$ cat src/cdr_pkg.sv
package cdr_pkg;

  localparam int ADDR_W = 8;
  localparam int DATA_W = 8;

  // register offsets
  localparam logic [7:0] OFF_START_VALUE_INTERVAL_CFG = 8'h48;
  localparam logic [7:0] OFF_CHIP_TOL = 8'h49;
  localparam logic [7:0] OFF_BIT_TOL = 8'h4a;
  localparam logic [7:0] OFF_WINDOW = 8'h4b;
  localparam logic [7:0] OFF_POS_LIMIT = 8'he0;
  localparam logic [7:0] OFF_NEG_LIMIT = 8'he1;
  localparam logic [7:0] OFF_IRQ_STATUS = 8'he2;
  localparam logic [7:0] OFF_IRQ_MASK = 8'he3;
  localparam logic [7:0] OFF_LOOP_STATE = 8'he4;
  localparam logic [7:0] OFF_RATE_EST = 8'he5;

  // reset values
  localparam logic [7:0] RST_START_VALUE_INTERVAL_CFG = 8'h01;
  localparam logic [7:0] RST_CHIP_TOL = 8'h0c;
  localparam logic [7:0] RST_BIT_TOL = 8'h1e;
  localparam logic [7:0] RST_WINDOW = 8'h28;
  localparam logic [7:0] RST_POS_LIMIT = 8'h10;
  localparam logic [7:0] RST_NEG_LIMIT = 8'h10;
  localparam logic [7:0] RST_IRQ_MASK = 8'h00;

  // writable bits, everything else reads zero
  localparam logic [7:0] WMASK_START_VALUE_INTERVAL_CFG = 8'h07;
  localparam logic [7:0] WMASK_TOL = 8'h3f;
  localparam logic [7:0] WMASK_WINDOW = 8'hff;
  localparam logic [7:0] WMASK_IRQ = 8'h0f;

  // field positions
  localparam int LIMEN_BIT = 2;
  localparam int START_VALUE_INTERVAL_LENGTH_LSB = 0;
  localparam int START_VALUE_INTERVAL_LENGTH_W = 2;
  localparam int TOL_LATE_LSB = 3;
  localparam int TOL_EARLY_LSB = 0;
  localparam int TOL_W = 3;

  // interrupt status bits
  localparam int IRQ_SYNC_FOUND = 0;
  localparam int IRQ_SYNC_LOST = 1;
  localparam int IRQ_RATE_REJECT = 2;
  localparam int IRQ_EDGE_VIOL = 3;

  // phase resolution: sixteenths of a bit
  localparam int PHASE_W = 4;
  localparam logic [3:0] BIT_BORDER_PHASE = 4'h0;
  localparam logic [3:0] CHIP_BORDER_PHASE = 4'h8;
  localparam logic [3:0] LAST_PHASE = 4'hf;

  // run-in length in bits is 2**(START_VALUE_INTERVAL_SHIFT_BASE + start_value_interval_length)
  localparam int START_VALUE_INTERVAL_SHIFT_BASE = 3;
  localparam int BITCNT_W = 7;
  localparam int SUM_W = 13;
  localparam int EST_W = 9;
  localparam int NOEDGE_W = 9;

  typedef enum logic [1:0] {
    ST_IDLE = 2'b00,
    ST_START_VALUE_INTERVAL = 2'b01,
    ST_TRACK = 2'b10,
    ST_LOST = 2'b11
  } cdr_state_e;

endpackage

$ cat src/cdr_start_value_interval_tol.sv
// Strobed register access was chosen for this implementation.
`timescale 1ns/100ps
`default_nettype none
module cdr_start_value_interval_tol (
  input wire logic REF_CLK_IN,
  input wire logic RSTN_IN,
  input wire logic [cdr_pkg::ADDR_W-1:0] REG_ADDR_IN,
  input wire logic [cdr_pkg::DATA_W-1:0] REG_WDATA_IN,
  input wire logic REG_WR_IN,
  input wire logic REG_RD_IN,
  output logic [cdr_pkg::DATA_W-1:0] REG_RDATA_OUT,
  input wire logic SAMPLE_VALID_IN,
  input wire logic EDGE_IN,
  input wire logic ACQ_START_IN,
  output logic SYNC_FOUND_OUT,
  output logic SYNC_LOST_OUT,
  output logic EDGE_ACCEPT_OUT,
  output logic INTEG_LOAD_OUT,
  output logic [cdr_pkg::EST_W-1:0] INTEG_VALUE_OUT,
  output logic IRQ_OUT
);
  import cdr_pkg::*;

  ////////////////////////////////////////////////////////////////////////////
  // helpers

  // signed offset of an edge from its nearest border, in sixteenths
  function automatic logic signed [PHASE_W:0] border_offset(input logic [PHASE_W-1:0] ph);
    logic [PHASE_W-1:0] rel;
    rel = ph - CHIP_BORDER_PHASE;
    if (ph[PHASE_W-1] == ph[PHASE_W-2])
      border_offset = $signed({ph[PHASE_W-1], ph});
    else
      border_offset = $signed({rel[PHASE_W-1], rel});
  endfunction

  function automatic logic [DATA_W-1:0] masked_write(input logic [DATA_W-1:0] wd,
                                                     input logic [DATA_W-1:0] msk);
    masked_write = wd & msk;
  endfunction

  ////////////////////////////////////////////////////////////////////////////
  // registers

  logic [DATA_W-1:0] start_value_interval_cfg_reg, start_value_interval_cfg_next;
  logic [DATA_W-1:0] chip_tol_reg, chip_tol_next;
  logic [DATA_W-1:0] bit_tol_reg, bit_tol_next;
  logic [DATA_W-1:0] window_reg, window_next;
  logic [DATA_W-1:0] pos_limit_reg, pos_limit_next;
  logic [DATA_W-1:0] neg_limit_reg, neg_limit_next;
  logic [DATA_W-1:0] irq_status_reg, irq_status_next;
  logic [DATA_W-1:0] irq_mask_reg, irq_mask_next;
  logic [DATA_W-1:0] rdata_reg, rdata_next;
  logic [DATA_W-1:0] irq_events;

  cdr_state_e state_reg, state_next;
  logic [PHASE_W-1:0] phase_reg, phase_next;
  logic [BITCNT_W-1:0] bitcnt_reg, bitcnt_next;
  logic signed [SUM_W-1:0] err_sum_reg, err_sum_next;
  logic [NOEDGE_W-1:0] noedge_reg, noedge_next;
  logic signed [EST_W-1:0] est_reg, est_next;
  logic found_reg, found_next;
  logic lost_reg, lost_next;
  logic load_reg, load_next;
  logic accept_reg, accept_next;

  logic start_value_interval_limen;
  logic [START_VALUE_INTERVAL_LENGTH_W-1:0] start_value_interval_len;
  logic chip_hit, bit_hit, edge_ok, edge_bad, start_value_interval_done, rate_bad;
  logic [BITCNT_W-1:0] start_value_interval_bits;
  logic signed [SUM_W-1:0] sum_acc, sum_shifted;
  logic signed [EST_W-1:0] est_calc;
  logic [NOEDGE_W-1:0] noedge_inc;

  ////////////////////////////////////////////////////////////////////////////
  // register file

  always_comb
  begin
    start_value_interval_cfg_next = start_value_interval_cfg_reg;
    chip_tol_next = chip_tol_reg;
    bit_tol_next = bit_tol_reg;
    window_next = window_reg;
    pos_limit_next = pos_limit_reg;
    neg_limit_next = neg_limit_reg;
    irq_mask_next = irq_mask_reg;
    irq_status_next = irq_status_reg;
    rdata_next = '0;
    if (REG_WR_IN)
    begin
      case (REG_ADDR_IN)
        OFF_START_VALUE_INTERVAL_CFG: start_value_interval_cfg_next = masked_write(REG_WDATA_IN, WMASK_START_VALUE_INTERVAL_CFG);
        OFF_CHIP_TOL: chip_tol_next = masked_write(REG_WDATA_IN, WMASK_TOL);
        OFF_BIT_TOL: bit_tol_next = masked_write(REG_WDATA_IN, WMASK_TOL);
        OFF_WINDOW: window_next = masked_write(REG_WDATA_IN, WMASK_WINDOW);
        OFF_POS_LIMIT: pos_limit_next = REG_WDATA_IN;
        OFF_NEG_LIMIT: neg_limit_next = REG_WDATA_IN;
        OFF_IRQ_MASK: irq_mask_next = masked_write(REG_WDATA_IN, WMASK_IRQ);
        OFF_IRQ_STATUS: irq_status_next = irq_status_reg & ~masked_write(REG_WDATA_IN, WMASK_IRQ);
        default: ;
      endcase
    end
    // a new event beats a clear in the same cycle
    irq_status_next = irq_status_next | irq_events;
    if (REG_RD_IN)
    begin
      case (REG_ADDR_IN)
        OFF_START_VALUE_INTERVAL_CFG: rdata_next = start_value_interval_cfg_reg;
        OFF_CHIP_TOL: rdata_next = chip_tol_reg;
        OFF_BIT_TOL: rdata_next = bit_tol_reg;
        OFF_WINDOW: rdata_next = window_reg;
        OFF_POS_LIMIT: rdata_next = pos_limit_reg;
        OFF_NEG_LIMIT: rdata_next = neg_limit_reg;
        OFF_IRQ_STATUS: rdata_next = irq_status_reg;
        OFF_IRQ_MASK: rdata_next = irq_mask_reg;
        OFF_LOOP_STATE: rdata_next = {{(DATA_W-2){1'b0}}, state_reg};
        OFF_RATE_EST: rdata_next = est_reg[DATA_W-1:0];
        default: rdata_next = '0;
      endcase
    end
  end

  always_ff @(posedge REF_CLK_IN)
  begin
    if (!RSTN_IN)
    begin
      start_value_interval_cfg_reg <= RST_START_VALUE_INTERVAL_CFG;
      chip_tol_reg <= RST_CHIP_TOL;
      bit_tol_reg <= RST_BIT_TOL;
      window_reg <= RST_WINDOW;
      pos_limit_reg <= RST_POS_LIMIT;
      neg_limit_reg <= RST_NEG_LIMIT;
      irq_status_reg <= '0;
      irq_mask_reg <= RST_IRQ_MASK;
      rdata_reg <= '0;
    end
    else
    begin
      start_value_interval_cfg_reg <= start_value_interval_cfg_next;
      chip_tol_reg <= chip_tol_next;
      bit_tol_reg <= bit_tol_next;
      window_reg <= window_next;
      pos_limit_reg <= pos_limit_next;
      neg_limit_reg <= neg_limit_next;
      irq_status_reg <= irq_status_next;
      irq_mask_reg <= irq_mask_next;
      rdata_reg <= rdata_next;
    end
  end

  assign REG_RDATA_OUT = rdata_reg;
  assign IRQ_OUT = |(irq_status_reg & irq_mask_reg);

  ////////////////////////////////////////////////////////////////////////////
  // edge windows around chip and bit borders

  cdr_border_check #(
    .PHASE_W(PHASE_W),
    .TOL_W(TOL_W)
  ) u_chip_check (
    .phase_in(phase_reg),
    .center_in(CHIP_BORDER_PHASE),
    .early_tol_in(chip_tol_reg[TOL_EARLY_LSB +: TOL_W]),
    .late_tol_in(chip_tol_reg[TOL_LATE_LSB +: TOL_W]),
    .hit_out(chip_hit)
  );

  cdr_border_check #(
    .PHASE_W(PHASE_W),
    .TOL_W(TOL_W)
  ) u_bit_check (
    .phase_in(phase_reg),
    .center_in(BIT_BORDER_PHASE),
    .early_tol_in(bit_tol_reg[TOL_EARLY_LSB +: TOL_W]),
    .late_tol_in(bit_tol_reg[TOL_LATE_LSB +: TOL_W]),
    .hit_out(bit_hit)
  );

  ////////////////////////////////////////////////////////////////////////////
  // recovery loop sequencing

  always_comb
  begin
    start_value_interval_limen = start_value_interval_cfg_reg[LIMEN_BIT];
    start_value_interval_len = start_value_interval_cfg_reg[START_VALUE_INTERVAL_LENGTH_LSB +: START_VALUE_INTERVAL_LENGTH_W];
    start_value_interval_bits = BITCNT_W'(1) << (START_VALUE_INTERVAL_SHIFT_BASE + int'(start_value_interval_len));
    edge_ok = SAMPLE_VALID_IN && EDGE_IN && (chip_hit || bit_hit);
    edge_bad = SAMPLE_VALID_IN && EDGE_IN && !(chip_hit || bit_hit);
    sum_acc = edge_ok ? err_sum_reg + SUM_W'(border_offset(phase_reg)) : err_sum_reg;
    // longer run-in divides a larger sum, averaging out jitter
    sum_shifted = sum_acc >>> (START_VALUE_INTERVAL_SHIFT_BASE + int'(start_value_interval_len));
    est_calc = sum_shifted[EST_W-1:0];
    start_value_interval_done = SAMPLE_VALID_IN && (phase_reg == LAST_PHASE)
                 && (bitcnt_reg == start_value_interval_bits - BITCNT_W'(1));
    rate_bad = start_value_interval_limen
               && ((sum_shifted > $signed({{(SUM_W-DATA_W){1'b0}}, pos_limit_reg}))
                   || (sum_shifted < -$signed({{(SUM_W-DATA_W){1'b0}}, neg_limit_reg})));
    // saturate so a long silence never wraps back into range
    noedge_inc = (noedge_reg == {NOEDGE_W{1'b1}}) ? noedge_reg : noedge_reg + NOEDGE_W'(1);

    state_next = state_reg;
    phase_next = phase_reg;
    bitcnt_next = bitcnt_reg;
    err_sum_next = err_sum_reg;
    noedge_next = noedge_reg;
    est_next = est_reg;
    found_next = 1'b0;
    lost_next = 1'b0;
    load_next = 1'b0;
    accept_next = edge_ok && (state_reg == ST_START_VALUE_INTERVAL || state_reg == ST_TRACK);

    if (SAMPLE_VALID_IN)
    begin
      phase_next = phase_reg + PHASE_W'(1);
      noedge_next = edge_ok ? '0 : noedge_inc;
    end

    case (state_reg)
      ST_IDLE, ST_LOST:
      begin
        noedge_next = '0;
      end
      ST_START_VALUE_INTERVAL:
      begin
        err_sum_next = sum_acc;
        if (SAMPLE_VALID_IN && (phase_reg == LAST_PHASE))
          bitcnt_next = bitcnt_reg + BITCNT_W'(1);
        if (noedge_next > NOEDGE_W'(window_reg))
        begin
          state_next = ST_LOST;
          lost_next = 1'b1;
        end
        else if (start_value_interval_done && rate_bad)
        begin
          // out of range estimate: restart the run-in rather than lock
          bitcnt_next = '0;
          err_sum_next = '0;
        end
        else if (start_value_interval_done)
        begin
          est_next = est_calc;
          load_next = 1'b1;
          found_next = 1'b1;
          state_next = ST_TRACK;
        end
      end
      ST_TRACK:
      begin
        if (noedge_next > NOEDGE_W'(window_reg))
        begin
          state_next = ST_LOST;
          lost_next = 1'b1;
        end
      end
      default:
      begin
        state_next = ST_IDLE;
      end
    endcase

    if (ACQ_START_IN)
    begin
      state_next = ST_START_VALUE_INTERVAL;
      phase_next = '0;
      bitcnt_next = '0;
      err_sum_next = '0;
      noedge_next = '0;
      found_next = 1'b0;
      lost_next = 1'b0;
      load_next = 1'b0;
    end
  end

  always_ff @(posedge REF_CLK_IN)
  begin
    if (!RSTN_IN)
    begin
      state_reg <= ST_IDLE;
      phase_reg <= '0;
      bitcnt_reg <= '0;
      err_sum_reg <= '0;
      noedge_reg <= '0;
      est_reg <= '0;
      found_reg <= 1'b0;
      lost_reg <= 1'b0;
      load_reg <= 1'b0;
      accept_reg <= 1'b0;
    end
    else
    begin
      state_reg <= state_next;
      phase_reg <= phase_next;
      bitcnt_reg <= bitcnt_next;
      err_sum_reg <= err_sum_next;
      noedge_reg <= noedge_next;
      est_reg <= est_next;
      found_reg <= found_next;
      lost_reg <= lost_next;
      load_reg <= load_next;
      accept_reg <= accept_next;
    end
  end

  always_comb
  begin
    irq_events = '0;
    irq_events[IRQ_SYNC_FOUND] = found_next;
    irq_events[IRQ_SYNC_LOST] = lost_next;
    // a loss of sync in the same cycle takes the other branch: no reject then
    irq_events[IRQ_RATE_REJECT] = (state_reg == ST_START_VALUE_INTERVAL) && start_value_interval_done && rate_bad
                                  && !lost_next && !ACQ_START_IN;
    irq_events[IRQ_EDGE_VIOL] = edge_bad && (state_reg == ST_TRACK);
  end

  assign SYNC_FOUND_OUT = (state_reg == ST_TRACK);
  assign SYNC_LOST_OUT = lost_reg;
  assign EDGE_ACCEPT_OUT = accept_reg;
  assign INTEG_LOAD_OUT = load_reg;
  assign INTEG_VALUE_OUT = est_reg;

endmodule
`default_nettype wire

$ cat src/cdr_border_check.sv
`timescale 1ns/100ps
`default_nettype none
module cdr_border_check #(
  parameter int PHASE_W = 4,
  parameter int TOL_W = 3
) (
  input wire logic [PHASE_W-1:0] phase_in,
  input wire logic [PHASE_W-1:0] center_in,
  input wire logic [TOL_W-1:0] early_tol_in,
  input wire logic [TOL_W-1:0] late_tol_in,
  output logic hit_out
);

  logic [PHASE_W-1:0] late_dist;
  logic [PHASE_W-1:0] early_dist;

  // distances wrap modulo one bit period
  always_comb
  begin
    late_dist = phase_in - center_in;
    early_dist = center_in - phase_in;
    hit_out = (late_dist <= PHASE_W'(late_tol_in)) || (early_dist <= PHASE_W'(early_tol_in));
  end

endmodule
`default_nettype wire

$ cat config.mk
export PLATFORM = sky130hd
export DESIGN_NAME = cdr_start_value_interval_tol
export DESIGN_NICKNAME = d
export VERILOG_FILES = /design/src/cdr_pkg.sv /design/src/cdr_start_value_interval_tol.sv /design/src/cdr_border_check.sv
export SDC_FILE = /design/constraint.sdc
export NUM_CORES = 1
export LEC_CHECK = 0
export ABC_CLOCK_PERIOD_IN_PS = 5400
export BUFFER_PORTS_ARGS = -buffer_cell sky130_fd_sc_hd__buf_2
export CORE_ASPECT_RATIO = 0.5
export CORE_MARGIN = 2
export CORE_UTILIZATION = 25
export CTS_BUF_LIST = sky130_fd_sc_hd__clkbuf_4 sky130_fd_sc_hd__clkbuf_8
export CTS_CLUSTER_DIAMETER = 120
export DETAILED_ROUTE_END_ITERATION = 8
export GPL_TIMING_DRIVEN = 0
export HOLD_SLACK_MARGIN = 0.08
export PLACE_DENSITY = 0.51
export SLEW_MARGIN = 20
export SYNTH_ARGS = -nofsm -noshare
export SYNTH_HDL_FRONTEND = slang
export SYNTH_SLANG_ARGS = --single-unit
$ cat constraint.sdc
create_clock -name REF_CLK_IN -period 5.4 [get_ports REF_CLK_IN]
set_input_delay 0.54 -clock REF_CLK_IN [delete_from_list [all_inputs] [get_ports REF_CLK_IN]]
set_output_delay 0.54 -clock REF_CLK_IN [all_outputs]
set_load 0.02 [all_outputs]
==> summary.md <==
| Metric | Value |
|---|---|
| Final Non-Filler Cells | around 1400 |
| Commonest cells in the netlist | 102 x dfxtp_1, 96 x nand2_1, 85 x nor2_1 |
| Number of clock sinks | about 100 |
| Global-route wire length before repair | 38100 um |
| Crit Path Category | register to register |
| Global placement routability congestion | 0.943 |
| CTS tree | built |
| Met1 wire length | around 12000 um |
| Unrepaired setup endpoints after global routing | yes |
| Final period util | 100% |
| Crit-path max cell delay | around 400 ps |
| CP endpoint kind | register |
| Routed Antenna Nets | 0 |
| Cell taking the most area after synthesis | dfxtp_1 |
| Average size of a mapped cell | about 8.0 um^2 |
| Initial antenna violation count | 0 |
| Average wire per standard cell | between 15 and 20 um |
| I/O Pins | 45 |
| # nets final | between 1000 and 1500 |
| # DRC | 0 |
| Post-route setup slack | -9.69 ps |
| Worst EP required | approximately 5700 ps |
| Yosys top cell area share | ~28% |
| Vias in the first global route | 6801 |
| Top cells by area, synth | dfxtp_1 28%, ha_1 11%, mux2i_1 5.7% |
| Die Span Y | 124 um |
| DR vias/cell | around 5.2 |
| Max Slew Vio Count | 0 |
| Status | complete, but fails checks |
| Drt total wl | approximately 25000 um |
| Tot GR Track Use | 16.2% |
| Hold bufs inserted after CTS | 0 |
| Arrival time of the worst setup path | approximately 5700 ps |
| Crit path max fanout | 8 |
| Crit path time final | ~5400 ps |
| Top FF cell, synth | dfxtp_1 |
| Largest delay share family, worst path | compound AO/OA/AOI/OAI gates |
| Clk slew on worst S/H paths | 120 ps |
| # diodes | 0 |
| Uppermost layer routed | met4 |
| IO buf count | 39 |
| Least-Margin Pin Slew | 858 ps |
| Post-synth EDFFs | 0 |
| CP Buf/Inv Count | 5 |
| Grt ovf | 0 |
| Core ar. | about 28000 um^2 |
| Die area | slightly above 30000 um^2 |
| Met3 WL | 1060 um |
| Netlist cell types | between 70 and 80 |
| Cell Area, Synth | around 7000 um^2 |
| Clk_skew | 27.2 ps |
| #FFs+latches synth | 102 |
| Dpl cells | 1317 |
| Latest clock arrival within the worst-skew pair | about 400 ps |
| Pleak | around 3.7 nW |
| Initial Util | approximately a quarter |
| TritonCTS buffer count | 9 |
| Max IR drop VDD | 0.108 mV |
| Critical-path top delay cell | dfxtp_4 |
| Violations in the final reports | negative setup slack |
| Root Buffer | clkbuf_8 |
| Slew headroom | 42.3% |
| Share of layout cells above drive strength 1 | a little under a quarter |
| Final-report hold violation count | 0 |
| Max-cap violations | 0 |
| Detailed placement HPWL | around 19000 um |
| Register area share after synthesis | between 20 and 30% |
| Max reg flops | 13 |
| Count leader, synth | dfxtp_1 |
| Die width | about 240 um |
| Synthesis-to-layout area growth | 27.4% |
| Syn_nets | approximately 990 |
| Final setup fails | 1 |
| Critical path launch point type | register |
| Met2 wire len | ~12000 um |
| Pin count of the biggest net entering global routing | 20 |
| Synth async-reset ratio | 0% |
| Routed via count | a little over 7000 |
| DR pass1 iterations | 6 |
| 1st-iter DRT viols | 426 |
| # rows | 43 |
| Post-Syn Instances | approximately 900 |
| Worst Hold Class | input port to register |
| CTS Buffer Depth | 2 |
| Max Clk Rate | about 0.18 GHz |
| Synth warnings | 0 |
| Power Dens Cells | roughly 150 nW/um^2 |
| H-tree depth | 3 |
| TNS Setup | -9.69 ps |
## worst paths after layout
kind | start | end | slack, ps | cells past startpoint
setup reg to reg | phase_reg[1] | state_reg[1] | -10 | 30
hold / removal | REG_WDATA_IN[7] | pos_limit_reg[7] | 420 | 3
setup / recovery | phase_reg[1] | state_reg[1] | -10 | 30
hold reg to reg | irq_status_reg[2] | irq_status_reg[2] | 490 | 2
## routing by layer
metal	global-route usage (%)	up-vias
met5	0	-
met4	5.87	0
met3	1.87	44
met2	27.2	176
met1	21.7	3530
li1	-	3467
## cells in the final DEF (no fill, tap or decap), types with 19 or more instances in the layout
master / instances
nor2_1: 73
inv_1: 41
a21oi_1: 50
nand4_1: 19
nor3_1: 28
mux2i_1: 33
buf_2: 40
buf_4: 48
ha_1: 57
dfxtp_1: 98
nand3_1: 40
clkbuf_1: 30
xor2_1: 20
nand2_1: 94
## worst register-to-register path: cells and delay by family (launching register included)
kind	cells	cell delay [ps]
DFF	1	390
buffers and inverters	5	550
and+or+nand+nor	4	470
xor gates and xnor gates	1	240
muxes	1	100
AOI/OAI and AO/OA	16	2860
adders and majority gates	3	710
## cell type report
type / instances / area [um^2]
fill: 2919 / 18900
buffer: 42 / 221
timing repair buffer: 92 / 638
sequential: 102 / 2060
inverter: 46 / 184
tap: 382 / 478
multi-input combinational: 705 / 5410
clock buffer: 9 / 124
clock inverter: 7 / 65.1
## where the power goes
| part | switching [mW] | internal, mW | total [mW] |
|---|---|---|---|
| Clock | 0.320 | 0.178 | 0.498 |
| Sequential | 0.00254 | 0.752 | 0.755 |
| Combinational | 0.0863 | 0.0510 | 0.137 |
| Total | 0.409 | 0.981 | 1.39 |
## per-stage QoR
step	setup slack, ps	hold slack, ps	power, mW	instance area, um^2	util (%)
finish	-9.69	416	1.39	9170	32.7
global route	-265	397	1.44	9170	32.7
CTS	3.45	407	1.39	8780	31.3
detailed placement	-1640	464	0.880	7880	28.1
global placement	-1430	467	0.879	7880	28.1
floorplan	0.282	445	0.838	7210	-
## cell families after synthesis
logic type | count (synthesis) | share of synthesized area (%)
AND/OR/NAND/NOR | 344 | 22.8
XOR/XNOR | 36 | 4.38
buffers and inverters | 89 | 4.97
flip-flops | 102 | 28.4
AO/OA/AOI/OAI | 206 | 19.4
adder cells (fa/ha/maj) | 66 | 11.6
multiplexers | 53 | 8.58
## what timing repair did
item | CTS | global route
setup endpoints to repair | 36 | 34
gates resized for setup | 87 | 69
pin swaps | 28 | 50
gates cloned | 0 | 1
buffers inserted | 35 | 17
Note: power is estimated with default switching activity, not from simulation.
